$ cat config.mk
export PLATFORM = sky130hd
export DESIGN_NAME = aec_counter
export DESIGN_NICKNAME = d
export VERILOG_FILES = /design/src/aec_edge_sync.v /design/src/aec_prescaler.v /design/src/aec_counter.v
export VERILOG_INCLUDE_DIRS = /design/src
export SDC_FILE = /design/constraint.sdc
export NUM_CORES = 1
export LEC_CHECK = 0
export ABC_AREA = 0
export BUFFER_PORTS_ARGS = -buffer_cell sky130_fd_sc_hd__buf_2
export CORE_UTILIZATION = 33
export CTS_BUF_LIST = sky130_fd_sc_hd__clkbuf_4 sky130_fd_sc_hd__clkbuf_8
export DETAILED_ROUTE_END_ITERATION = 10
export GPL_TIMING_DRIVEN = 0
export SLEW_MARGIN = 10
export SYNTH_ARGS = -nofsm -noshare
export SYNTH_HDL_FRONTEND = slang
export SYNTH_HIERARCHICAL = 1
export SYNTH_SLANG_ARGS = --single-unit
$ cat constraint.sdc
create_clock -name hclk -period 2.45 [get_ports hclk]
set_input_delay 0.245 -clock hclk [delete_from_list [all_inputs] [get_ports hclk]]
set_output_delay 0.245 -clock hclk [all_outputs]
set_load 0.005 [all_outputs]
$ cat src/aec_consts.vh
`ifndef AEC_CONSTS_VH
`define AEC_CONSTS_VH

// register indices; byte address is four times the index
`define AEC_IDX_EDGE     16'hff92
`define AEC_IDX_CLKSEL   16'hff94
`define AEC_IDX_CTRL     16'hff95
`define AEC_IDX_COUNT    16'hff97
`define AEC_IDX_IRQFLAG  16'hff98
`define AEC_IDX_IRQEN    16'hff99
`define AEC_IDX_PRESC    16'hff9a
`define AEC_AW           18

// field positions
`define AEC_EDGE_HI      5
`define AEC_EDGE_LO      4
`define AEC_PWM_EN       1
`define AEC_CKSEL_HI     5
`define AEC_CKSEL_LO     4
`define AEC_OVL          6
`define AEC_CH2          4
`define AEC_COUNT_UP_ENABLE_LOW         2
`define AEC_COUNTER_RESET_CTRL_LOW         0
`define AEC_IRQ_BIT      0

// encodings and reset values
`define AEC_CKSEL_PIN    2'b00
`define AEC_EDGE_FALL    2'b00
`define AEC_EDGE_RISE    2'b01
`define AEC_COUNT_MAX    8'hff
`define AEC_COUNT_ZERO   8'h00
`define AEC_RST_BYTE     8'h00
`define AEC_PRESC_W      13
`define AEC_HTRANS_NSEQ  1

`endif

$ cat src/aec_edge_sync.v
`timescale 1ns/10ps
`default_nettype none
`include "aec_consts.vh"

module aec_edge_sync (
	input  wire       clk,
	input  wire       rst_n,
	input  wire       pin,
	input  wire [1:0] edge_sel,
	output reg        pulse
);
	reg sync1_q;
	reg sync2_q;
	reg last_q;

	////////////////////////////////////////////////////////////////////////
	// two-flop synchroniser, then one more stage for the edge compare
	always @(posedge clk or negedge rst_n) begin
		if (!rst_n) begin
			sync1_q <= 1'b1;
			sync2_q <= 1'b1;
			last_q  <= 1'b1;
		end else begin
			sync1_q <= pin;
			sync2_q <= sync1_q; // only this flop reads the first stage
			last_q  <= sync2_q;
		end
	end

	////////////////////////////////////////////////////////////////////////
	// edge selection; pin pulses shorter than one clock may be missed
	always @(posedge clk or negedge rst_n) begin
		if (!rst_n) begin
			pulse <= 1'b0;
		end else begin
			case (edge_sel)
			`AEC_EDGE_FALL: pulse <= last_q & ~sync2_q;
			`AEC_EDGE_RISE: pulse <= ~last_q & sync2_q;
			default:        pulse <= last_q ^ sync2_q;
			endcase
		end
	end
endmodule
`default_nettype wire

$ cat src/aec_prescaler.v
`timescale 1ns/10ps
`default_nettype none
`include "aec_consts.vh"

module aec_prescaler #(
	parameter WIDTH = `AEC_PRESC_W
) (
	input  wire             clk,
	input  wire             rst_n,
	output reg  [WIDTH-1:0] count
);
	// free running, wraps silently
	always @(posedge clk or negedge rst_n) begin
		if (!rst_n) begin
			count <= {WIDTH{1'b0}};
		end else begin
			count <= count + {{(WIDTH-1){1'b0}}, 1'b1};
		end
	end
endmodule
`default_nettype wire

$ cat src/aec_counter.v
// Register access over AHB-Lite was decided locally.
`timescale 1ns/10ps
`default_nettype none
`include "aec_consts.vh"

module aec_counter (
	input  wire        hclk,
	input  wire        hresetn,
	input  wire        hsel,
	input  wire [31:0] haddr,
	input  wire [1:0]  htrans,
	input  wire        hwrite,
	input  wire [2:0]  hsize,
	input  wire [31:0] hwdata,
	input  wire        hready,
	output reg         hreadyout,
	output reg  [31:0] hrdata,
	output reg         hresp,
	input  wire        async_event_pin_low,
	input  wire        event_enable_pin,
	output reg         irq
);
	localparam NREG = 7;
	localparam R_EDGE = 0;
	localparam R_CLK  = 1;
	localparam R_CTRL = 2;
	localparam R_CNT  = 3;
	localparam R_IFLG = 4;
	localparam R_IEN  = 5;
	localparam R_PRE  = 6;

	// one-hot register select from a byte address
	function [NREG-1:0] dec;
		input [`AEC_AW-1:0] a;
		begin
			dec = {NREG{1'b0}};
			dec[R_EDGE] = (a == {`AEC_IDX_EDGE, 2'b00});
			dec[R_CLK]  = (a == {`AEC_IDX_CLKSEL, 2'b00});
			dec[R_CTRL] = (a == {`AEC_IDX_CTRL, 2'b00});
			dec[R_CNT]  = (a == {`AEC_IDX_COUNT, 2'b00});
			dec[R_IFLG] = (a == {`AEC_IDX_IRQFLAG, 2'b00});
			dec[R_IEN]  = (a == {`AEC_IDX_IRQEN, 2'b00});
			dec[R_PRE]  = (a == {`AEC_IDX_PRESC, 2'b00});
		end
	endfunction

	////////////////////////////////////////////////////////////////////////
	// bus state
	reg  [NREG-1:0] wsel_q;
	reg             wr_q;
	wire            aphase;
	wire [NREG-1:0] asel;
	wire [NREG-1:0] wstb;

	// control and status
	reg  [1:0] edge_sel_q;
	reg        counter_pwm_enable_q;
	reg  [1:0] clk_sel_q;
	reg        overflow_flag_low_q;
	reg        ovl_d;
	reg        ovl_seen_q;
	reg        ovl_seen_d;
	reg        channel_split_select_q;
	reg        count_up_enable_low_q;
	reg        counter_reset_ctrl_low_q;
	reg  [7:0] event_count_low_q;
	reg  [7:0] count_d;
	reg        counter_irq_flag_q;
	reg        iflag_d;
	reg        counter_irq_enable_q;
	reg  [7:0] edge_d;
	reg  [7:0] clk_d;
	reg  [7:0] ctrl_d;
	reg  [31:0] rdata_d;

	wire [`AEC_PRESC_W-1:0] system_prescaler;
	wire                    ev_pulse;
	wire                    step;
	wire                    ovf;

	aec_prescaler #(
		.WIDTH (`AEC_PRESC_W)
	) u_presc (
		.clk   (hclk),
		.rst_n (hresetn),
		.count (system_prescaler)
	);

	aec_edge_sync u_sync (
		.clk      (hclk),
		.rst_n    (hresetn),
		.pin      (async_event_pin_low),
		.edge_sel (edge_sel_q),
		.pulse    (ev_pulse)
	);

	////////////////////////////////////////////////////////////////////////
	// address phase decode; zero wait states so hready is always ours
	assign aphase = hsel & htrans[`AEC_HTRANS_NSEQ] & hready;
	assign asel   = dec(haddr[`AEC_AW-1:0]);
	assign wstb   = wr_q ? wsel_q : {NREG{1'b0}};

	always @(posedge hclk or negedge hresetn) begin
		if (!hresetn) begin
			wsel_q    <= {NREG{1'b0}};
			wr_q      <= 1'b0;
			hreadyout <= 1'b0;
			hresp     <= 1'b0;
		end else begin
			wsel_q    <= aphase ? asel : {NREG{1'b0}};
			wr_q      <= aphase & hwrite;
			hreadyout <= 1'b1;
			hresp     <= 1'b0; // always okay, unmapped included
		end
	end

	////////////////////////////////////////////////////////////////////////
	// counting gate: the pin only qualifies when pwm is off
	assign step = ev_pulse
		& (clk_sel_q == `AEC_CKSEL_PIN)
		& channel_split_select_q
		& count_up_enable_low_q
		& counter_reset_ctrl_low_q
		& ~counter_pwm_enable_q
		& event_enable_pin;
	assign ovf = step & (event_count_low_q == `AEC_COUNT_MAX) & ~wstb[R_CNT];

	////////////////////////////////////////////////////////////////////////
	// next values of everything software touches except the irq enable
	always @* begin
		edge_d = {2'b00, edge_sel_q, 2'b00, counter_pwm_enable_q, 1'b0};
		clk_d  = {2'b00, clk_sel_q, 4'h0};
		if (wstb[R_EDGE]) begin
			edge_d = `AEC_RST_BYTE;
			edge_d[`AEC_EDGE_HI] = hwdata[`AEC_EDGE_HI];
			edge_d[`AEC_EDGE_LO] = hwdata[`AEC_EDGE_LO];
			edge_d[`AEC_PWM_EN]  = hwdata[`AEC_PWM_EN];
		end
		if (wstb[R_CLK]) begin
			clk_d = `AEC_RST_BYTE;
			clk_d[`AEC_CKSEL_HI] = hwdata[`AEC_CKSEL_HI];
			clk_d[`AEC_CKSEL_LO] = hwdata[`AEC_CKSEL_LO];
		end
		ctrl_d = `AEC_RST_BYTE;
		ctrl_d[`AEC_CH2]  = wstb[R_CTRL] ? hwdata[`AEC_CH2] : channel_split_select_q;
		ctrl_d[`AEC_COUNT_UP_ENABLE_LOW] = wstb[R_CTRL] ? hwdata[`AEC_COUNT_UP_ENABLE_LOW] : count_up_enable_low_q;
		ctrl_d[`AEC_COUNTER_RESET_CTRL_LOW] = wstb[R_CTRL] ? hwdata[`AEC_COUNTER_RESET_CTRL_LOW] : counter_reset_ctrl_low_q;
		// overflow: set wins over a clear in the same cycle
		ovl_d      = overflow_flag_low_q;
		ovl_seen_d = ovl_seen_q;
		if (aphase & ~hwrite & asel[R_CTRL] & overflow_flag_low_q) begin
			ovl_seen_d = 1'b1;
		end
		if (wstb[R_CTRL] & ~hwdata[`AEC_OVL] & ovl_seen_q) begin
			ovl_d      = 1'b0;
			ovl_seen_d = 1'b0;
		end
		if (ovf & channel_split_select_q) begin
			ovl_d = 1'b1;
		end
		ctrl_d[`AEC_OVL] = ovl_d;
		// request flag: writing 0 clears, writing 1 does nothing
		iflag_d = counter_irq_flag_q;
		if (wstb[R_IFLG] & ~hwdata[`AEC_IRQ_BIT]) begin
			iflag_d = 1'b0;
		end
		if (ovf) begin
			iflag_d = 1'b1;
		end
		// counter: held clear by reset control, software clear on any write
		count_d = event_count_low_q;
		if (~ctrl_d[`AEC_COUNTER_RESET_CTRL_LOW]) begin
			count_d = `AEC_COUNT_ZERO;
		end else if (wstb[R_CNT]) begin
			count_d = `AEC_COUNT_ZERO;
		end else if (step) begin
			count_d = event_count_low_q + 8'h01;
		end
	end

	////////////////////////////////////////////////////////////////////////
	// state registers
	always @(posedge hclk or negedge hresetn) begin
		if (!hresetn) begin
			edge_sel_q               <= 2'b00;
			counter_pwm_enable_q     <= 1'b0;
			clk_sel_q                <= 2'b00;
			overflow_flag_low_q      <= 1'b0;
			ovl_seen_q               <= 1'b0;
			channel_split_select_q   <= 1'b0;
			count_up_enable_low_q    <= 1'b0;
			counter_reset_ctrl_low_q <= 1'b0;
			event_count_low_q        <= `AEC_COUNT_ZERO;
			counter_irq_flag_q       <= 1'b0;
			counter_irq_enable_q     <= 1'b0;
		end else begin
			edge_sel_q               <= edge_d[`AEC_EDGE_HI:`AEC_EDGE_LO];
			counter_pwm_enable_q     <= edge_d[`AEC_PWM_EN];
			clk_sel_q                <= clk_d[`AEC_CKSEL_HI:`AEC_CKSEL_LO];
			overflow_flag_low_q      <= ovl_d;
			ovl_seen_q               <= ovl_seen_d;
			channel_split_select_q   <= ctrl_d[`AEC_CH2];
			count_up_enable_low_q    <= ctrl_d[`AEC_COUNT_UP_ENABLE_LOW];
			counter_reset_ctrl_low_q <= ctrl_d[`AEC_COUNTER_RESET_CTRL_LOW];
			event_count_low_q        <= count_d;
			counter_irq_flag_q       <= iflag_d;
			if (wstb[R_IEN]) begin
				counter_irq_enable_q <= hwdata[`AEC_IRQ_BIT];
			end
		end
	end

	////////////////////////////////////////////////////////////////////////
	// read mux works from next values so a read right after a write sees it
	always @* begin
		rdata_d = 32'h0000_0000;
		case (1'b1)
		asel[R_EDGE]: rdata_d[7:0] = edge_d;
		asel[R_CLK]:  rdata_d[7:0] = clk_d;
		asel[R_CTRL]: rdata_d[7:0] = ctrl_d;
		asel[R_CNT]:  rdata_d[7:0] = count_d;
		asel[R_IFLG]: rdata_d[`AEC_IRQ_BIT] = iflag_d;
		asel[R_IEN]:  rdata_d[`AEC_IRQ_BIT] = wstb[R_IEN] ? hwdata[`AEC_IRQ_BIT] : counter_irq_enable_q;
		asel[R_PRE]:  rdata_d[`AEC_PRESC_W-1:0] = system_prescaler;
		default:      rdata_d = 32'h0000_0000;
		endcase
	end

	always @(posedge hclk or negedge hresetn) begin
		if (!hresetn) begin
			hrdata <= 32'h0000_0000;
		end else if (aphase & ~hwrite) begin
			hrdata <= rdata_d;
		end
	end

	////////////////////////////////////////////////////////////////////////
	// level interrupt, gated by the enable; one flop late by design
	always @(posedge hclk or negedge hresetn) begin
		if (!hresetn) begin
			irq <= 1'b0;
		end else begin
			irq <= counter_irq_flag_q & counter_irq_enable_q;
		end
	end
endmodule
`default_nettype wire

==> flow_summary.ini <==
[finish]
n_fill_cell = 847
drive_gt1_share_pct = 30.28
final_cell_mix = dfrtp_1 (56), buf_2 (45), buf_4 (21), conb_1 (21), nand2_1 (20)
layout_commonest_cell = dfrtp_1
insertedDiodeCount = 0
area_growth_pct = 22.72
layout.nets = 435
final_util_pct = 41.69
multi_input_area_mm2 = 0.001325
fin_area_mm2 = 0.003636
area.sequential_mm2 = 0.001480

[detailed_routing]
viasPerCell = 4.763
routedWlPerCell_um = 13.88
detail-route-antenna-nets = 0
vias = 2229
drt_first_pass_iters = 4
drt_iter0_markers = 108
wl_um = 6498
drc = 0

[grt]
grt_first_pass_wirelength_um = 11070
grt_max_degree = 60
grt_pass1_vias = 2192
globalRouteOverflowTotal = 0
antenna_found_initial = 0
grt_usage_pct = 15.15

[yosys]
yosysWarnings = 6
seq_area_frac_synth_pct = 49.96
yosysTopAreaCell = dfrtp_1
synthFlopType = dfrtp_1
synthTopCellsByArea = dfrtp_1 (47%), buf_4 (5.1%), mux2_2 (3.4%), nand3_1 (3.2%), xnor2_1 (3.0%)
synth_edf_count = 0
ys_seq_elements = 59
synth.top_cell.area_share_pct = 47.30
async_flop_share_pct = 100.0
synth.avg_cell_area_um2 = 10.66
syn_inst = 278
netlist_area_mm2 = 0.002963
yosys.cell_types.count = 55

[clock_tree]
cts_buffers = 9
cts.path.max_buffers = 2
cts_tree = done
clk_latency_ns = 0.34
cts_sinks = 59
cts_root_buffer = clkbuf_8
clk_pin_slew_ns = 0.07
htreeDepth = 3
cts_setup_buffers = 0

[critical_path]
cp_max_fo = 8
crit_type = in -> reg
endpoint_kind = register
critPathRequiredTime_ns = 2.68
cp_data_arrival_time_ns = 2.55
worstSetupStartpointType = input port

[floorplanning]
chipHeight_um = 96.76
die_area_mm2 = 0.009362
num_rows = 34
core_mm2 = 0.008721
chipWidth_um = 96.76
start_util_pct = 33.97
ios = 111

[job]
drv_cap = 0

[power_and_ir_drop]
power.density_mw_per_mm2 = 581.1
p_leak_nw = 1.721
ir_worst_vdd_uv = 239.2

[timing]
tightestPinTransition_ns = 0.7201
max_freq_mhz = 431.1
clock_skew_ns = 0.009351
hold_viol_final = 0
min_period_ns = 2.320
slew_headroom_pct = 51.99
setup_violations = 0
drv_slew = 0
layout_worst_path_cycle_share_pct = 94.68
rsz0062_at_grt = no

[run_status]
status = finished, final reports clean

[placement]
place.gp.congestion = 0.8045
dp.final_hpwl_um = 4936
io_buffer_count = 45
dpl-instance-area_mm2 = 0.003397

[hold_path]
hp-class = in -> reg
==> worst max-delay path: stages <==
cell and delay (ns):
buf_2 0.09, or4b_1 0.54, or4_4 0.53, buf_6 0.15, o21ai_0 0.52, and3b_1 0.25
a221oi_1 0.23
==> where the power goes <==
group	leakage [nW]	internal (mW)	total (mW)	switching, mW
registers	0.767	1.00	1.02	0.0174
clock network	0.105	0.564	0.940	0.376
logic	0.849	0.0734	0.155	0.0815
==> flip-flops by register name, summed over array words and instances (netlist names), 2 cells and up <==
register and count:
event_count_low_q 8, clk_sel_q 2, edge_sel_q 2, wsel_q 6
u_presc/count 13, hrdata 13
==> cells by family (layout without fill, tap and decap cells) <==
family / after synthesis / in the layout / synth area share (%)
compound gates: 31 / 31 / 7.939
simple gates: 115 / 115 / 22.34
buf+inv: 36 / 99 / 7.728
fa+ha+maj: 4 / 4 / 1.689
flops: 59 / 59 / 49.96
xor+xnor: 18 / 18 / 5.321
mux: 13 / 13 / 4.772
other cells: 2 / 21 / 0.2535
==> stage by stage <==
step | setup slack [ns] | cells | setup TNS, ns | hold WS, ns | power (mW)
after floorplan | 0.03882 | 297 | 0 | -0.05059 | 1.114
after CTS | 0.1179 | 468 | 0 | 0.1233 | 2.141
final | 0.1303 | 468 | 0 | 0.1403 | 2.113
after global routing | 0.01460 | 468 | 0 | 0.1318 | 2.217
after detailed placement | -0.2299 | 450 | -0.7391 | 0.3491 | 1.190
after global placement | -0.1962 | 450 | -0.6511 | 0.3462 | 1.185
==> path summary, 6_finish.rpt <==
path | from | to | slack (ns) | cells after the start
max reg2reg | wr_q | hrdata[3] | 0.32 | 7
min reg2reg | u_sync/sync1_q | u_sync/sync2_q | 0.36 | 0
max in group asynchronous | hresetn | hrdata[11] | 1.46 | 2
min | haddr[2] | wsel_q[1] | 0.14 | 2
max | haddr[1] | hrdata[5] | 0.13 | 7
min in group asynchronous | hresetn | hreadyout | 0.51 | 2
==> what timing repair did <==
item,in CTS,in global routing
endpoints found under the setup margin,0,1
hold buffers,2,0
hold endpoints to repair,46,0
gates resized for setup,0,2
==> per-layer routing <==
metal | vias up | share of wire [%] | GRT usage (%)
met4 | 0 | 1.6 | 5.511
met1 | 1061 | 47 | 20.86
met5 | - | 0 | 0
li1 | 1108 | - | -
met3 | 10 | 4.4 | 3.829
met2 | 50 | 47 | 23.08
==> cell type report <==
| type | count | share of cell area, % |
|---|---|---|
| flip-flops and latches | 59 | 40.71 |
| multi-input cells | 202 | 36.44 |
| repair buffers | 47 | 6.813 |
| plain buffers | 29 | 5.609 |
| clock buffers | 13 | 4.749 |
| well taps | 108 | 3.716 |
| clock inverters | 3 | 1.239 |
| inverters | 7 | 0.7226 |
==> synth_stat cells, types with 2 or more instances <==
library cell  instances
ha_1                  4
nor2b_1               2
dfrtp_1              56
o31ai_1               7
nand4b_1              2
o311a_2               3
a22o_1                6
a221oi_1              2
xor2_1                8
nor2_1               18
o21ai_0               4
xnor2_1              10
nand2b_1              7
or3_1                 3
inv_1                 7
and2_1                2
dfstp_2               3
mux2i_1               4
and4b_1               2
nand3_1              19
a21oi_1               5
and3_1                2
nand4_1               5
conb_1                2
and4_1                3
buf_4                20
clkbuf_1              6
nor4_1                6
mux2_2                9
nor3_1                7
nand2_1              20
No activity file was read; power rests on OpenSTA's default activity.
